===== config.mk =====
export PLATFORM = sky130hd
export DESIGN_NAME = throttle_alert_top
export DESIGN_NICKNAME = d
export VERILOG_FILES = /design/src/throttle_pkg.sv /design/src/throttle_timer_if.sv /design/src/pin_sync.sv /design/src/throttle_timer.sv /design/src/throttle_alert_top.sv
export VERILOG_INCLUDE_DIRS = /design/src /design/src/src
export SDC_FILE = /design/constraint.sdc
export NUM_CORES = 1
export LEC_CHECK = 0
export BUFFER_PORTS_ARGS = -buffer_cell sky130_fd_sc_hd__buf_2
export CORE_MARGIN = 2
export CORE_UTILIZATION = 62
export DETAILED_ROUTE_END_ITERATION = 16
export PLACE_DENSITY = 0.88
export RECOVER_POWER = 100
export SETUP_SLACK_MARGIN = 0.3
export SKIP_LAST_GASP = 1
export SLEW_MARGIN = 40
export SYNTH_ARGS = -nofsm -noshare
export SYNTH_HDL_FRONTEND = slang
export SYNTH_HIERARCHICAL = 1
export SYNTH_SLANG_ARGS = --single-unit

===== constraint.sdc =====
create_clock -name core_clk -period 3.7 [get_ports core_clk]
set_clock_uncertainty 0.05 [all_clocks]
set_input_delay 0.74 -clock core_clk [delete_from_list [all_inputs] [get_ports core_clk]]
set_output_delay 0.74 -clock core_clk [all_outputs]
set_load 0.05 [all_outputs]

===== src/throttle_defs.svh =====
// Offsets, field positions, reset values and timing counts of the throttle timer block.
// Assumes inclusion by bare name from every file that needs them.
`ifndef THROTTLE_DEFS_SVH
`define THROTTLE_DEFS_SVH

// ----------------------------------------------------------------
// Register offsets
// ----------------------------------------------------------------
`define ADDR_STATUS_FIRST 8'h41
`define ADDR_STATUS_SECOND 8'h42
`define ADDR_ALERT_MASK_FIRST 8'h74
`define ADDR_ALERT_MASK_SECOND 8'h75
`define ADDR_CONFIG_THREE 8'h78
`define ADDR_THROTTLE_TIME 8'h79
`define ADDR_THROTTLE_LIMIT 8'h7A
`define ADDR_CONFIG_FIVE 8'h7C
`define ADDR_CONFIG_FOUR 8'h7D

// ----------------------------------------------------------------
// Reset values
// ----------------------------------------------------------------
`define RESET_MASK 8'h00
`define RESET_CONFIG 8'h00
`define RESET_LIMIT 8'h00
`define UNMAPPED_READ 8'h00

// ----------------------------------------------------------------
// Field positions
// ----------------------------------------------------------------
`define CFG3_ALERT_EN_BIT 0
`define CFG3_TIMER_EN_BIT 1
`define CFG3_FULL_SPEED_ON_THROTTLE_BIT 2
`define CFG4_FUNC_LSB 0
`define CFG4_FUNC_MSB 1
`define CFG5_DRIVE_A_BIT 5
`define CFG5_DRIVE_LOCAL_BIT 6
`define CFG5_DRIVE_B_BIT 7
`define MASK1_SUMMARY_BIT 7
`define MASK1_FAR_B_BIT 6
`define MASK1_ONCHIP_BIT 5
`define MASK1_FAR_A_BIT 4
`define MASK1_SUPPLY_BIT 2
`define MASK1_CPU_RAIL_BIT 0
`define STATUS2_F4P_BIT 5

// ----------------------------------------------------------------
// Timing
// ----------------------------------------------------------------
`define CLK_PERIOD_NS 4
`define STEP_TIME_NS 22760000
`define STEP_CYCLES (`STEP_TIME_NS / `CLK_PERIOD_NS)
`define PRESCALE_W 23
`define TIMER_FULL 8'hFF

`endif


===== src/throttle_pkg.sv =====
// Types shared by the throttle timer block.
// Assumes nothing beyond a SystemVerilog compiler.
package throttle_pkg;

  // Function of the second shared pin
  typedef enum logic [1:0] {
    FUNC_SPEED_SENSE = 2'h0,
    FUNC_THROTTLE = 2'h1,
    FUNC_ALERT = 2'h2,
    FUNC_GPIO = 2'h3
  } pin_func_t;

endpackage


===== src/throttle_timer_if.sv =====
// Carrier between the register logic and the throttle timer.
// Assumes both ends run on core_clk.
`timescale 1ns/1ps
`default_nettype none
interface throttle_timer_if;
  logic enable;
  logic active;
  logic clear;
  logic [7:0] value;

  modport ctrl (output enable, output active, output clear, input value);
  modport timer (input enable, input active, input clear, output value);
endinterface
`default_nettype wire


===== src/pin_sync.sv =====
// Three-stage synchroniser for an asynchronous pin level.
// Assumes the pin idles high; output changes only once stages two and three agree.
`timescale 1ns/1ps
`default_nettype none
module pin_sync (
  input wire logic core_clk,
  input wire logic rst_n,
  input wire logic pin_in,
  output logic level
);
  logic s1_reg;
  logic s2_reg;
  logic s3_reg;

  always_ff @(posedge core_clk) begin
    if (!rst_n) begin
      s1_reg <= 1'b1;
      s2_reg <= 1'b1;
      s3_reg <= 1'b1;
    end else begin
      s1_reg <= pin_in;
      s2_reg <= s1_reg;
      s3_reg <= s2_reg;
    end
  end

  // Stage one is never looked at; glitches die in stages two and three
  always_ff @(posedge core_clk) begin
    if (!rst_n) begin
      level <= 1'b1;
    end else if (s2_reg == s3_reg) begin
      level <= s3_reg;
    end
  end
endmodule // pin_sync
`default_nettype wire


===== src/throttle_timer.sv =====
// Accumulating throttle assertion timer with saturation and clear on read.
// Assumes active is already synchronised to core_clk.
`timescale 1ns/1ps
`default_nettype none
`include "throttle_defs.svh"
module throttle_timer #(
  parameter int unsigned STEP_CYCLES = `STEP_CYCLES
) (
  input wire logic core_clk,
  input wire logic rst_n,
  throttle_timer_if.timer tif
);
  localparam logic [`PRESCALE_W-1:0] LAST_TICK = `PRESCALE_W'(STEP_CYCLES - 1);

  logic [`PRESCALE_W-1:0] prescale_reg;
  logic [7:0] steps_reg;
  logic seen_reg;

  // Prescaler runs only while asserted, so it pauses and resumes
  always_ff @(posedge core_clk) begin
    if (!rst_n || tif.clear) begin
      prescale_reg <= '0;
    end else if (tif.enable && tif.active) begin
      if (prescale_reg == LAST_TICK) begin
        prescale_reg <= '0;
      end else begin
        prescale_reg <= prescale_reg + 1'b1;
      end
    end
  end

  // Steps of one resolution unit; saturating, never wraps
  always_ff @(posedge core_clk) begin
    if (!rst_n || tif.clear) begin
      steps_reg <= 8'h00;
    end else if (tif.enable && tif.active && prescale_reg == LAST_TICK
                 && steps_reg != `TIMER_FULL) begin
      steps_reg <= steps_reg + 8'h01;
    end
  end

  // A clear during assertion re-marks the assertion at once
  always_ff @(posedge core_clk) begin
    if (!rst_n) begin
      seen_reg <= 1'b0;
    end else if (tif.clear) begin
      seen_reg <= tif.enable && tif.active;
    end else if (tif.enable && tif.active) begin
      seen_reg <= 1'b1;
    end
  end

  assign tif.value = (steps_reg == 8'h00 && seen_reg) ? 8'h01 : steps_reg;
endmodule // throttle_timer
`default_nettype wire


===== src/throttle_alert_top.sv =====
// Throttle timer, alert masks, shared pin selection and fan full_speed_on_throttle.
// Assumes a serial-bus engine on core_clk gives one-cycle read and write strobes.
`timescale 1ns/1ps
`default_nettype none
`include "throttle_defs.svh"
module throttle_alert_top #(
  parameter int unsigned STEP_CYCLES = `STEP_CYCLES
) (
  input wire logic core_clk,
  input wire logic rst_n,
  input wire logic [7:0] reg_addr,
  input wire logic reg_wr,
  input wire logic [7:0] reg_wdata,
  input wire logic reg_rd,
  output logic [7:0] reg_rdata,
  output logic reg_rvalid,
  input wire logic far_sensor_a_fault,
  input wire logic onchip_temp_fault,
  input wire logic far_sensor_b_fault,
  input wire logic supply_voltage_fault,
  input wire logic cpu_rail_fault,
  input wire logic diode_a_fault,
  input wire logic diode_b_fault,
  input wire logic [3:0] fan_fail,
  input wire logic overheat_exceeded,
  input wire logic overheat_throttle_pin_over_far_a,
  input wire logic overheat_throttle_pin_over_local,
  input wire logic overheat_throttle_pin_over_far_b,
  input wire logic [2:0] fan_running,
  output logic [2:0] full_speed_force,
  output logic alert_pin_out,
  output logic alert_pin_oe_n,
  input wire logic shared_pin_in,
  output logic shared_pin_out,
  output logic shared_pin_oe_n,
  output logic fourth_speed_sense_input,
  output logic gpio_in_level
);

  // ----------------------------------------------------------------
  // Configuration registers
  // ----------------------------------------------------------------
  logic [7:0] alert_mask_first_reg;
  logic [7:0] alert_mask_second_reg;
  logic [7:0] config_three_reg;
  logic [7:0] throttle_limit_reg;
  logic [7:0] config_five_reg;
  logic [7:0] config_four_reg;

  logic wr_mask1;
  logic wr_mask2;
  logic wr_cfg3;
  logic wr_limit;
  logic wr_cfg5;
  logic wr_cfg4;

  assign wr_mask1 = reg_wr && reg_addr == `ADDR_ALERT_MASK_FIRST;
  assign wr_mask2 = reg_wr && reg_addr == `ADDR_ALERT_MASK_SECOND;
  assign wr_cfg3 = reg_wr && reg_addr == `ADDR_CONFIG_THREE;
  assign wr_limit = reg_wr && reg_addr == `ADDR_THROTTLE_LIMIT;
  assign wr_cfg5 = reg_wr && reg_addr == `ADDR_CONFIG_FIVE;
  assign wr_cfg4 = reg_wr && reg_addr == `ADDR_CONFIG_FOUR;

  always_ff @(posedge core_clk) begin
    if (!rst_n) begin
      alert_mask_first_reg <= `RESET_MASK;
    end else if (wr_mask1) begin
      alert_mask_first_reg <= reg_wdata;
    end
  end

  always_ff @(posedge core_clk) begin
    if (!rst_n) begin
      alert_mask_second_reg <= `RESET_MASK;
    end else if (wr_mask2) begin
      alert_mask_second_reg <= reg_wdata;
    end
  end

  // Alert and timer functions stay off until software turns them on
  always_ff @(posedge core_clk) begin
    if (!rst_n) begin
      config_three_reg <= `RESET_CONFIG;
    end else if (wr_cfg3) begin
      config_three_reg <= reg_wdata;
    end
  end

  always_ff @(posedge core_clk) begin
    if (!rst_n) begin
      throttle_limit_reg <= `RESET_LIMIT;
    end else if (wr_limit) begin
      throttle_limit_reg <= reg_wdata;
    end
  end

  always_ff @(posedge core_clk) begin
    if (!rst_n) begin
      config_five_reg <= `RESET_CONFIG;
    end else if (wr_cfg5) begin
      config_five_reg <= reg_wdata;
    end
  end

  always_ff @(posedge core_clk) begin
    if (!rst_n) begin
      config_four_reg <= `RESET_CONFIG;
    end else if (wr_cfg4) begin
      config_four_reg <= reg_wdata;
    end
  end

  // ----------------------------------------------------------------
  // Shared pin function
  // ----------------------------------------------------------------
  throttle_pkg::pin_func_t pin_func;
  logic throttle_mode;
  logic alert_on_shared;
  logic timer_enabled;
  logic full_speed_on_throttle_en;
  logic alert_on_first;

  assign pin_func =
    throttle_pkg::pin_func_t'(config_four_reg[`CFG4_FUNC_MSB:`CFG4_FUNC_LSB]);
  assign throttle_mode = pin_func == throttle_pkg::FUNC_THROTTLE;
  assign alert_on_shared = pin_func == throttle_pkg::FUNC_ALERT;
  assign alert_on_first = config_three_reg[`CFG3_ALERT_EN_BIT];
  // Timing needs both the pin function and the separate enable
  assign timer_enabled = throttle_mode && config_three_reg[`CFG3_TIMER_EN_BIT];
  assign full_speed_on_throttle_en = config_three_reg[`CFG3_FULL_SPEED_ON_THROTTLE_BIT];

  logic pin_level;

  pin_sync u_pin_sync (
    .core_clk(core_clk),
    .rst_n(rst_n),
    .pin_in(shared_pin_in),
    .level(pin_level)
  );

  logic throttle_low;
  assign throttle_low = throttle_mode && !pin_level;

  // Pin level is passed on only for the function that owns it
  always_ff @(posedge core_clk) begin
    if (!rst_n) begin
      fourth_speed_sense_input <= 1'b1;
      gpio_in_level <= 1'b1;
    end else begin
      fourth_speed_sense_input <= (pin_func == throttle_pkg::FUNC_SPEED_SENSE) ? pin_level : 1'b1;
      gpio_in_level <= (pin_func == throttle_pkg::FUNC_GPIO) ? pin_level : 1'b1;
    end
  end

  // ----------------------------------------------------------------
  // Throttle timer
  // ----------------------------------------------------------------
  throttle_timer_if tif ();
  logic rd_timer;
  logic timer_over_limit;

  assign rd_timer = reg_rd && reg_addr == `ADDR_THROTTLE_TIME;
  assign tif.enable = timer_enabled;
  // Own drive is on the same wire, so it is timed as well
  assign tif.active = throttle_low;
  assign tif.clear = rd_timer;

  throttle_timer #(
    .STEP_CYCLES(STEP_CYCLES)
  ) u_timer (
    .core_clk(core_clk),
    .rst_n(rst_n),
    .tif(tif)
  );

  // Limit zero trips on bit0 of the first assertion
  assign timer_over_limit = timer_enabled && tif.value > throttle_limit_reg;

  // ----------------------------------------------------------------
  // Sticky status
  // ----------------------------------------------------------------
  logic [7:0] status_one_cond;
  logic [7:0] status_two_cond;
  logic [7:0] status_one_reg;
  logic [7:0] status_two_reg;
  logic rd_status1;
  logic rd_status2;
  logic f4p_cond;

  assign rd_status1 = reg_rd && reg_addr == `ADDR_STATUS_FIRST;
  assign rd_status2 = reg_rd && reg_addr == `ADDR_STATUS_SECOND;
  // In throttle mode the fan-four slot carries the throttle event
  assign f4p_cond = throttle_mode ? timer_over_limit : fan_fail[3];
  assign status_one_cond = {1'b0, far_sensor_b_fault, onchip_temp_fault, far_sensor_a_fault,
                            1'b0, supply_voltage_fault, cpu_rail_fault, 1'b0};
  assign status_two_cond = {diode_b_fault, diode_a_fault, f4p_cond, fan_fail[2:0],
                            overheat_exceeded, 1'b0};

  // A new event in the read cycle wins over the clear
  for (genvar i = 0; i < 8; i++) begin : g_sticky
    always_ff @(posedge core_clk) begin
      if (!rst_n) begin
        status_one_reg[i] <= 1'b0;
        status_two_reg[i] <= 1'b0;
      end else begin
        status_one_reg[i] <= status_one_cond[i] | (status_one_reg[i] & ~rd_status1);
        status_two_reg[i] <= status_two_cond[i] | (status_two_reg[i] & ~rd_status2);
      end
    end
  end

  logic status_summary;
  assign status_summary = |status_two_reg;

  // ----------------------------------------------------------------
  // Alert request
  // ----------------------------------------------------------------
  logic [7:0] mask_one_aligned;
  logic first_group_alert;
  logic second_group_alert;
  logic alert_request;

  // Cpu rail mask bit sits one place below its status bit
  assign mask_one_aligned = {1'b1,
                             alert_mask_first_reg[`MASK1_FAR_B_BIT],
                             alert_mask_first_reg[`MASK1_ONCHIP_BIT],
                             alert_mask_first_reg[`MASK1_FAR_A_BIT],
                             1'b1,
                             alert_mask_first_reg[`MASK1_SUPPLY_BIT],
                             alert_mask_first_reg[`MASK1_CPU_RAIL_BIT],
                             1'b1};
  assign first_group_alert = |(status_one_reg & ~mask_one_aligned);
  // Host must leave the fan-four mask clear to see throttle alerts
  assign second_group_alert = |(status_two_reg & ~alert_mask_second_reg)
                              & ~alert_mask_first_reg[`MASK1_SUMMARY_BIT];
  assign alert_request = first_group_alert | second_group_alert;

  // ----------------------------------------------------------------
  // Pin drive
  // ----------------------------------------------------------------
  logic overheat_throttle_pin_drive;
  assign overheat_throttle_pin_drive = timer_enabled &&
                       ((config_five_reg[`CFG5_DRIVE_A_BIT] && overheat_throttle_pin_over_far_a) ||
                        (config_five_reg[`CFG5_DRIVE_LOCAL_BIT] && overheat_throttle_pin_over_local) ||
                        (config_five_reg[`CFG5_DRIVE_B_BIT] && overheat_throttle_pin_over_far_b));

  // Open drain: only the enable moves, the data stays low
  assign alert_pin_out = 1'b0;
  assign shared_pin_out = 1'b0;

  always_ff @(posedge core_clk) begin
    if (!rst_n) begin
      alert_pin_oe_n <= 1'b1;
    end else begin
      alert_pin_oe_n <= !(alert_on_first && alert_request);
    end
  end

  always_ff @(posedge core_clk) begin
    if (!rst_n) begin
      shared_pin_oe_n <= 1'b1;
    end else begin
      shared_pin_oe_n <= !((alert_on_shared && alert_request) ||
                           (throttle_mode && overheat_throttle_pin_drive));
    end
  end

  // ----------------------------------------------------------------
  // Fan full_speed_on_throttle
  // ----------------------------------------------------------------
  // Idle fans are left alone so full_speed_on_throttle cannot spin up a stopped fan
  always_ff @(posedge core_clk) begin
    if (!rst_n) begin
      full_speed_force <= 3'h0;
    end else begin
      full_speed_force <= {3{full_speed_on_throttle_en && throttle_low}} & fan_running;
    end
  end

  // ----------------------------------------------------------------
  // Read port
  // ----------------------------------------------------------------
  logic [7:0] read_mux;

  always_comb begin
    case (reg_addr)
      `ADDR_STATUS_FIRST: read_mux = {status_summary, status_one_reg[6:0]};
      `ADDR_STATUS_SECOND: read_mux = status_two_reg;
      `ADDR_ALERT_MASK_FIRST: read_mux = alert_mask_first_reg;
      `ADDR_ALERT_MASK_SECOND: read_mux = alert_mask_second_reg;
      `ADDR_CONFIG_THREE: read_mux = config_three_reg;
      `ADDR_THROTTLE_TIME: read_mux = tif.value;
      `ADDR_THROTTLE_LIMIT: read_mux = throttle_limit_reg;
      `ADDR_CONFIG_FIVE: read_mux = config_five_reg;
      `ADDR_CONFIG_FOUR: read_mux = config_four_reg;
      default: read_mux = `UNMAPPED_READ;
    endcase
  end

  always_ff @(posedge core_clk) begin
    if (!rst_n) begin
      reg_rdata <= 8'h00;
      reg_rvalid <= 1'b0;
    end else begin
      reg_rvalid <= reg_rd;
      if (reg_rd) begin
        reg_rdata <= read_mux;
      end
    end
  end

endmodule // throttle_alert_top
`default_nettype wire


==> results.tsv, run 1 <==
stage	metric	value	unit
detailed_routing	met3 wire len	1607	µm
detailed_routing	met2 WL post-DR	7334	µm
detailed_routing	WL/cell	20.06	µm
worst_setup_path	CP max-delay cell	nor3b_2	
synthesis	number of distinct library cells after synthesis	77	
synthesis	Post-synth EDFFs	0	
die	die height	99.89	µm
clocking	latest clock arrival within the worst-skew pair	530	ps
timing	Final setup violation count	0	
final_layout	area added between synthesis and finish	12.58	%
placement	dpl cell area	0.005956	mm²
status	violated checks	max-capacitance violations, max-slew violations	
synthesis	post-synthesis average cell area	9.005	µm²
grt	first-pass GRT wire length	25570	µm
synthesis	Syn. warnings	6	
power_and_ir_drop	Leak	0.002417	µW
final_layout	Sequential Area	0.002302	mm²
worst_setup_path	Largest stage delay, worst path	830	ps
placement	Placer Congestion	0.9994	
synthesis	Synth Instances	633	
worst_setup_path	startpoint class of the critical path	input pin	
detailed_routing	Detailed Route Iter0 Violations	660	
synthesis	#FFs+latches synth	115	
power_and_ir_drop	pwr/cell area	460.0	mW/mm²
die	Core Area	0.008806	mm²
detailed_routing	met1 wire length	6331	µm
die	Die ar.	0.009977	mm²
worst_setup_path	crit path DAT	3420	ps
clocking	number of clock sinks	115	
die	row cnt	34	
worst_setup_path	largest delay contributor family on the critical path	simple AND/OR/NAND/NOR gates	
synthesis	post-synth top area share	0.4039	
worst_setup_path	Crit. End Element	register	
placement	Post-DP HPWL	10790	µm
clocking	root buf cell	clkbuf_8	
placement	worst slack at placement	632.2	ps
timing	Final Slew Violations	44	
detailed_routing	Via-to-Cell Ratio	6.572	
timing	Max Clock Freq	327.0	MHz
grt	GRT overflow	0	
detailed_routing	final antenna-violating net count	0	
clocking	clock transition at the registers of the reported paths	60	ps
timing	Tcrit/Tclk final	0.8265	
grt	gr usage total	0.3280	
timing	final hold violations	0	
synthesis	synth cell count leaders	dfxtp_1 (115), nand2_1 (63), nor2b_1 (49), nand3_1 (41), nor2_1 (40)	
clocking	CTS Hold Bufs	0	
final_layout	multi-input logic area	0.003057	mm²
synthesis	Async SR Flop Fraction	0	
status	status	finished with violations	
detailed_routing	DRT Wirelength	16070	µm
hold_path	Hold WC Path Type	in -> reg	
grt	largest net degree at the start of global routing	44	
timing	Worst Tran Pin Value	1510	ps
power_and_ir_drop	Max IR drop VDD	0.4791	mV
final_layout	Filler Cell Count	598	
final_layout	Final nets	730	
clocking	maximum clock path buffer count	2	
clocking	CTS buffer count	17	
detailed_routing	vias	5264	
grt	number of global-route vias before repair	5048	
synthesis	post-synth top area cell	dfxtp_1	
detailed_routing	Pre-antenna DRT Iters	8	
die	I/O pins	57	
synthesis	sequential element share of the synthesized area	0.4039	
timing	Min Clock Period, post-route	3058	ps
detailed_routing	number of remaining DRC errors	0	
clocking	PostCTS Resize Cnt	0	
timing	Worst Setup Slack, final	642.0	ps
synthesis	synth top area cells	dfxtp_1 (40%), mux2i_1 (6.1%), nor2b_1 (5.4%)	
clocking	CTS tree	built	
worst_setup_path	Worst Path Required	4070	ps
synthesis	ys flop type	dfxtp_1	
clocking	H-tree depth	4	
worst_setup_path	CP dominant cell by count	nand2_1	
grt	antenna violations before repair	0	
worst_setup_path	CP bufs+invs	1	
placement	Buffers on Ports	54	
worst_setup_path	crit path kind	in -> reg	
timing	TNS Setup	0	ps
timing	RSZ-0062 raised after global routing	no	
worst_setup_path	worst-path maximum fanout	21	
die	Die Wd	99.89	µm
die	Starting Density	0.6473	
detailed_routing	Top Metal Used	met4	
final_layout	share of cells above drive strength 1	0.1198	
clocking	Post CTS Setup Buffer Count	0	
final_layout	Largest register FFs	23	
synthesis	Cell Area, Synth	0.005700	mm²
final_layout	finished layout cell area	0.006417	mm²
run	Max-Cap Viols	1	
synthesis	most common cell in the netlist	dfxtp_1	
timing	Slew headroom	-0.006709	
worst_setup_path	CP Cell Sequence	clkbuf_1, or4b_1, nor3b_2, nand2_1, nand2_1, a21boi_0	
final_layout	# diodes	0	
-- stage by stage --
stage                       util  hold WS [ps]  power [µW]  instances
after floorplan                -         329.8        1371        634
after global placement    0.6763         339.2        1415        769
after detailed placement  0.6763         342.2        1420        769
after CTS                 0.7401         348.9        2939        801
after global routing      0.7288         369.0        3017        801
final                     0.7288         342.8        2952        801
-- area by class of cell --
cell class / instances / share of cell area
multi-input cells: 464 / 0.4763
flip-flops and latches: 115 / 0.3587
clock buffers: 17 / 0.06454
repair buffers: 58 / 0.04231
clock inverters: 15 / 0.02301
well taps: 108 / 0.02106
inverters: 24 / 0.01404
-- path summary, 6_finish.rpt --
kind                                                 to  slack (ps)               start  cells past startpoint
worst min-delay path                  u_pin_sync/s1_reg         340       shared_pin_in                      2
worst min register to register        u_pin_sync/s2_reg         350   u_pin_sync/s1_reg                      1
worst max-delay path            alert_mask_first_reg[0]         640         reg_addr[0]                      6
worst max register to register  u_timer/prescale_reg[1]         680  config_four_reg[1]                      7
-- kinds of logic (layout without fill, tap and decap cells) --
group | Yosys count | count (layout) | share of synthesized area
buffers and inverters | 55 | 114 | 0.04807
flip-flops | 115 | 115 | 0.4039
AO/OA/AOI/OAI | 126 | 126 | 0.1657
XOR/XNOR | 22 | 22 | 0.03380
other | 1 | 2 | 0.0006578
adder cells (fa/ha/maj) | 11 | 11 | 0.02414
multiplexers | 35 | 35 | 0.06146
AND/OR/NAND/NOR | 268 | 268 | 0.2623
-- layout by cell type, fill, tap and decap left out, types with 5 or more instances in the layout --
cell       instances
dfxtp_1          115
nand2_1           64
nor2b_1           49
nand3_1           43
nor2_1            42
mux2i_1           35
buf_2             34
a21boi_0          28
a21oi_1           28
inv_1             24
clkbuf_1          21
xor2_1            17
clkbuf_16         16
ha_1              11
and3_1            10
a22oi_1           10
nand4_1            9
nand2b_1           7
o21ai_0            7
a22o_1             6
o22ai_1            6
nor4_1             6
and4_1             6
and2_1             5
a222oi_1           5
xnor2_1            5
-- layer usage --
| metal | vias to the layer above | track usage |
|---|---|---|
| li1 | 2365 | - |
| met1 | 2454 | 0.4125 |
| met2 | 361 | 0.5213 |
| met3 | 84 | 0.08635 |
| met4 | 0 | 0.1675 |
| met5 | - | 0 |
-- power by group --
part	switching [µW]	total, µW	internal, µW
Clock	647	1560	908
Sequential	12.7	1260	1250
Combinational	85.3	133	47.8
No activity file was read; power rests on OpenSTA's default activity.
==> inputs of run 2 (changes only) <==
--- a/config.mk
+++ b/config.mk
@@ -8,9 +8,9 @@
 export LEC_CHECK = 0
 export BUFFER_PORTS_ARGS = -buffer_cell sky130_fd_sc_hd__buf_2
 export CORE_MARGIN = 2
-export CORE_UTILIZATION = 62
+export CORE_UTILIZATION = 53
 export DETAILED_ROUTE_END_ITERATION = 16
-export PLACE_DENSITY = 0.88
+export PLACE_DENSITY = 0.81
 export RECOVER_POWER = 100
 export SETUP_SLACK_MARGIN = 0.3
 export SKIP_LAST_GASP = 1
==> constraint.sdc (replaced) <==
create_clock -name core_clk -period 2.61 [get_ports core_clk]
set_clock_uncertainty 0.05 [all_clocks]
set_input_delay 0.522 -clock core_clk [delete_from_list [all_inputs] [get_ports core_clk]]
set_output_delay 0.522 -clock core_clk [all_outputs]
set_load 0.05 [all_outputs]
==> run 2 against run 1 <==
Compared with the run above:
- the flow now finishes without violations
- global-route usage fell by 4.9 points
- combinational power rose by 52%
- worst setup slack got worse by 390 ps
- critical path depth rose by 1
- die area rose by 16%
- largest power group unchanged
==> results.tsv, run 2 (synthesis results as in run 1) <==
stage	metric	value	unit
grt	antenna violations before repair	0	
die	I/O pins	57	
die	die height	107.7	µm
final_layout	share of cells above drive strength 1	0.1459	
die	Core Area	0.01037	mm²
detailed_routing	number of remaining DRC errors	0	
clocking	number of clock sinks	115	
clocking	H-tree depth	4	
final_layout	commonest non-fill, non-tap cell in the layout	dfxtp_1	
worst_setup_path	CP Cell Sequence	nand2b_1, nor2_1, nand3_4, nor4_4, nand3_2, or4_1, a21oi_1	
placement	Post-DP HPWL	11310	µm
detailed_routing	Detailed Route Iter0 Violations	508	
hold_path	Hold WC Path Type	in -> reg	
die	Die Wd	107.7	µm
worst_setup_path	CP max-delay cell	or4_1	
detailed_routing	final antenna-violating net count	0	
worst_setup_path	largest delay contributor family on the critical path	simple AND/OR/NAND/NOR gates	
die	Die ar.	0.01160	mm²
final_layout	# diodes	0	
clocking	clock transition at the registers of the reported paths	50	ps
clocking	CTS buffer count	17	
grt	GRT overflow	0	
final_layout	finished layout cell area	0.006649	mm²
hold_path	Hold Startpoint	shared_pin_in	
grt	gr usage total	0.2793	
clocking	maximum clock path buffer count	2	
power_and_ir_drop	pwr/cell area	637.0	mW/mm²
worst_setup_path	worst-path maximum fanout	7	
worst_setup_path	Largest stage delay, worst path	490	ps
worst_setup_path	CP bufs+invs	0	
timing	Worst Setup Slack, final	249.5	ps
timing	final hold violations	0	
worst_setup_path	CP startpoint	config_four_reg[1]	
die	Starting Density	0.5497	
placement	Placer Congestion	0.9882	
power_and_ir_drop	Max IR drop VDD	0.3117	mV
timing	Min Clock Period, post-route	2360	ps
timing	worst hold slack	130.2	ps
run	Max-Cap Viols	0	
final_layout	Filler Cell Count	849	
final_layout	Largest register FFs	23	
detailed_routing	WL/cell	18.68	µm
timing	Slew headroom	0.3593	
timing	Final setup violation count	0	
placement	dpl cell area	0.006113	mm²
detailed_routing	DRT Wirelength	15730	µm
placement	worst slack at placement	179.0	ps
worst_setup_path	reg-to-reg startpoint	config_four_reg[1]	
worst_setup_path	startpoint class of the critical path	register	
timing	Max Clock Freq	423.6	MHz
timing	TNS Setup	0	ps
detailed_routing	Via-to-Cell Ratio	6.103	
final_layout	most frequent cells in the layout	dfxtp_1 (114), nand2_1 (63), nor2b_1 (49)	
power_and_ir_drop	Leak	0.002519	µW
detailed_routing	Pre-antenna DRT Iters	5	
timing	Worst Tran Pin Value	961.1	ps
final_layout	Final nets	744	
grt	first-pass GRT wire length	24870	µm
final_layout	area added between synthesis and finish	16.64	%
grt	largest net degree at the start of global routing	62	
timing	Tcrit/Tclk final	0.9044	
timing	RSZ-0062 raised after global routing	no	
clocking	root buf cell	clkbuf_8	
die	row cnt	37	
detailed_routing	vias	5139	
clocking	latest clock arrival within the worst-skew pair	520	ps
timing	Final Slew Violations	0	
clocking	CTS tree	built	
clocking	CTS Hold Bufs	0	
worst_setup_path	crit path DAT	2770	ps
worst_setup_path	crit path kind	reg -> reg	
status	status	complete, no violations	
placement	Buffers on Ports	54	
grt	number of global-route vias before repair	4868	
worst_setup_path	Worst Path Required	3020	ps
worst_setup_path	Crit. End Element	register	
[run 2: area by class of cell]
class                      count  area (µm²)  area share
clock buffer                  23       476.7     0.07170
clock inverter                 8       101.3     0.01524
inverter                      24       90.09     0.01355
multi-input combinational    464        3127      0.4703
sequential                   115        2303      0.3464
tap                          136       170.2     0.02559
timing repair buffer          72       380.4     0.05721
[run 2: final timing paths]
| check | endpoint | slack [ps] | depth (start not counted) |
|---|---|---|---|
| setup reg to reg | u_timer/steps_reg[6] | 250 | 7 |
| setup / recovery | u_timer/steps_reg[6] | 250 | 7 |
| hold / removal | u_pin_sync/s1_reg | 130 | 2 |
| hold reg to reg | u_pin_sync/s2_reg | 370 | 1 |
[run 2: repair_timing]
action | 4_1_cts | 5_1_grt
resized for setup | 4 | 6
cloned | 0 | 0
pin swaps | 0 | 3
endpoints found under the setup margin | 3 | 3
buffers inserted | 0 | 1
[run 2: power by group]
| part | internal, µW | total (µW) | leakage (µW) | switching (µW) |
|---|---|---|---|---|
| Sequential | 1770 | 1790 | 0.000931 | 18.2 |
| Clock | 1450 | 2240 | 0.000276 | 790 |
| Combinational | 75.7 | 202 | 0.00131 | 126 |
[run 2: metrics by stage]
stage / cells / power, µW / util
2_1_floorplan: 634 / 1943 / -
3_3_place_gp: 810 / 2023 / 0.5895
3_5_place_dp: 810 / 2029 / 0.5895
4_1_cts: 841 / 4240 / 0.6467
5_1_grt: 842 / 4341 / 0.6412
6_report: 842 / 4235 / 0.6412
[run 2: worst reg2reg max path, stage by stage (launching register included)]
cell,delay [ps]
dfxtp_1,370
nand2b_1,250
nor2_1,370
nand3_4,180
nor4_4,250
nand3_2,200
or4_1,490
a21oi_1,140
[run 2: routing by layer]
layer  up-vias  part of all wire  GRT usage
li1       2380                 -          -
met1      2486              0.41     0.3422
met2       233              0.47     0.4600
met3        40             0.083    0.07506
met4         0             0.031     0.1200
met5         -                 0          0
==> inputs of run 3 (changes only) <==
--- a/config.mk
+++ b/config.mk
@@ -7,10 +7,11 @@
 export NUM_CORES = 1
 export LEC_CHECK = 0
 export BUFFER_PORTS_ARGS = -buffer_cell sky130_fd_sc_hd__buf_2
+export CORE_ASPECT_RATIO = 1.4
 export CORE_MARGIN = 2
-export CORE_UTILIZATION = 53
+export CORE_UTILIZATION = 62
 export DETAILED_ROUTE_END_ITERATION = 16
-export PLACE_DENSITY = 0.81
+export PLACE_DENSITY = 0.88
 export RECOVER_POWER = 100
 export SETUP_SLACK_MARGIN = 0.3
 export SKIP_LAST_GASP = 1
==> constraint.sdc (replaced) <==
create_clock -name core_clk -period 3 [get_ports core_clk]
set_clock_uncertainty 0.05 [all_clocks]
set_input_delay 0.6 -clock core_clk [delete_from_list [all_inputs] [get_ports core_clk]]
set_output_delay 0.6 -clock core_clk [all_outputs]
set_load 0.05 [all_outputs]
==> run 3 against run 2 <==
Compared with the run above:
- wire length is 1.2% higher
- critical path type unchanged
- die area is 14% lower
- flip-flop and latch count stayed put
- sequential share of layout area is 1.2 points higher
- critical path depth stayed put
- total power is 16% lower
- final cell count is 4.8% lower
==> results.tsv, run 3 (synthesis results as in run 1) <==
stage	metric	value	unit
detailed_routing	Pre-antenna DRT Iters	5	
detailed_routing	met2 WL post-DR	8253	µm
run	Max-Cap Viols	0	
detailed_routing	Top Metal Used	met4	
clocking	CTS buffer count	17	
worst_setup_path	CP startpoint	config_four_reg[1]	
final_layout	# diodes	0	
final_layout	Filler Cell Count	673	
detailed_routing	WL/cell	19.84	µm
grt	largest net degree at the start of global routing	57	
detailed_routing	vias	5031	
die	Core Area	0.008977	mm²
timing	Tcrit/Tclk final	0.9050	
clocking	clock transition at the registers of the reported paths	60	ps
timing	Min Clock Period, post-route	2715	ps
grt	gr usage total	0.3249	
worst_setup_path	startpoint class of the critical path	register	
clocking	PostCTS Resize Cnt	0	
final_layout	finished layout cell area	0.006425	mm²
hold_path	Hold WC Path Type	in -> reg	
clocking	root buf cell	clkbuf_16	
detailed_routing	Via-to-Cell Ratio	6.273	
placement	dpl cell area	0.005984	mm²
clocking	latest clock arrival within the worst-skew pair	420	ps
clocking	number of clock sinks	115	
worst_setup_path	CP max-delay cell	or4_1	
status	status	complete, no violations	
placement	Placer Congestion	0.9242	
worst_setup_path	R2R depth	7	
grt	antenna violations before repair	0	
power_and_ir_drop	pwr/cell area	551.6	mW/mm²
worst_setup_path	Crit. End Element	register	
worst_setup_path	worst-path maximum fanout	7	
die	I/O pins	57	
worst_setup_path	crit path DAT	3000	ps
worst_setup_path	reg-to-reg startpoint	config_four_reg[1]	
detailed_routing	met3 wire len	867	µm
timing	Final setup violation count	0	
placement	Buffers on Ports	54	
timing	Max Clock Freq	368.3	MHz
worst_setup_path	Worst Setup EP	u_timer/steps_reg[6]	
clocking	CTS Hold Bufs	0	
placement	worst slack at placement	292.6	ps
power_and_ir_drop	Leak	0.002441	µW
clocking	H-tree depth	4	
grt	GRT overflow	0	
worst_setup_path	Worst Path Required	3280	ps
timing	Worst Setup Slack, final	284.9	ps
detailed_routing	final antenna-violating net count	0	
grt	number of global-route vias before repair	4920	
worst_setup_path	CP Cell Sequence	nand2b_1, nor2_1, nand3_1, nor4_4, nand3_2, or4_1, a21oi_1	
worst_setup_path	Largest stage delay, worst path	500	ps
timing	final hold violations	0	
timing	Slew headroom	0.3631	
final_layout	Largest register FFs	23	
detailed_routing	Detailed Route Iter0 Violations	414	
die	row cnt	41	
worst_setup_path	r2r endpoint	u_timer/steps_reg[6]	
detailed_routing	DRT Wirelength	15910	µm
timing	Final Slew Violations	0	
clocking	maximum clock path buffer count	2	
power_and_ir_drop	Max IR drop VDD	0.4351	mV
worst_setup_path	worst reg-to-reg setup slack	280	ps
final_layout	commonest non-fill, non-tap cell in the layout	dfxtp_1	
worst_setup_path	crit path kind	reg -> reg	
die	Starting Density	0.6350	
timing	worst hold slack	313.4	ps
clocking	Post CTS Setup Buffer Count	0	
grt	first-pass GRT wire length	25340	µm
final_layout	most frequent cells in the layout	dfxtp_1 (115), nand2_1 (64), nor2b_1 (49)	
die	Die ar.	0.009988	mm²
die	die height	117.5	µm
final_layout	area added between synthesis and finish	12.71	%
timing	TNS Setup	0	ps
timing	RSZ-0062 raised after global routing	no	
final_layout	share of cells above drive strength 1	0.1223	
final_layout	Final nets	734	
timing	Worst Tran Pin Value	953.3	ps
clocking	CTS tree	built	
detailed_routing	number of remaining DRC errors	0	
detailed_routing	met1 wire length	5965	µm
placement	Post-DP HPWL	11670	µm
die	Die Wd	85.04	µm
## run 3: how the worst min path moves through the flow
stage	startpoint	to	slack, ps	cells after the start
after CTS	shared_pin_in	u_pin_sync/s1_reg	310	2
after global placement	u_pin_sync/s1_reg	u_pin_sync/s2_reg	340	1
after floorplan	config_three_reg[0]	alert_pin_oe_n	330	1
final	shared_pin_in	u_pin_sync/s1_reg	310	2
after global routing	shared_pin_in	u_pin_sync/s1_reg	330	2
after detailed placement	config_three_reg[0]	alert_pin_oe_n	360	1
## run 3: metrics by stage
| step | instances | power, µW | util |
|---|---|---|---|
| 2_1_floorplan | 634 | 1690 | - |
| 3_3_place_gp | 772 | 1755 | 0.6666 |
| 3_5_place_dp | 772 | 1758 | 0.6666 |
| 4_1_cts | 802 | 3556 | 0.7266 |
| 5_1_grt | 802 | 3642 | 0.7157 |
| 6_report | 802 | 3544 | 0.7157 |
## run 3: area by class of cell
| cell class | count | area, µm² | share of cell area |
|---|---|---|---|
| sequential | 115 | 2302 | 0.3583 |
| clock inverter | 9 | 57.56 | 0.008958 |
| tap | 107 | 133.9 | 0.02084 |
| multi-input combinational | 464 | 3067 | 0.4773 |
| clock buffer | 21 | 480.5 | 0.07478 |
| timing repair buffer | 62 | 294.0 | 0.04576 |
| inverter | 24 | 90.09 | 0.01402 |
## run 3: routing by layer
metal / vias to the layer above / track usage
li1: 2364 / -
met1: 2418 / 0.3566
met2: 190 / 0.5630
met3: 59 / 0.06662
met4: 0 / 0.1964
met5: - / 0
## run 3: critical path, delay by kind of cell, from the launching register on
| family | cells | cell delay [ps] |
|---|---|---|
| DFF | 1 | 390 |
| and+or+nand+nor | 6 | 1990 |
| AOI/OAI and AO/OA | 1 | 190 |
## run 3: power breakdown
| part | internal, µW | switching (µW) |
|---|---|---|
| registers | 1540 | 16.8 |
| clock network | 1120 | 695 |
| logic | 59.7 | 105 |
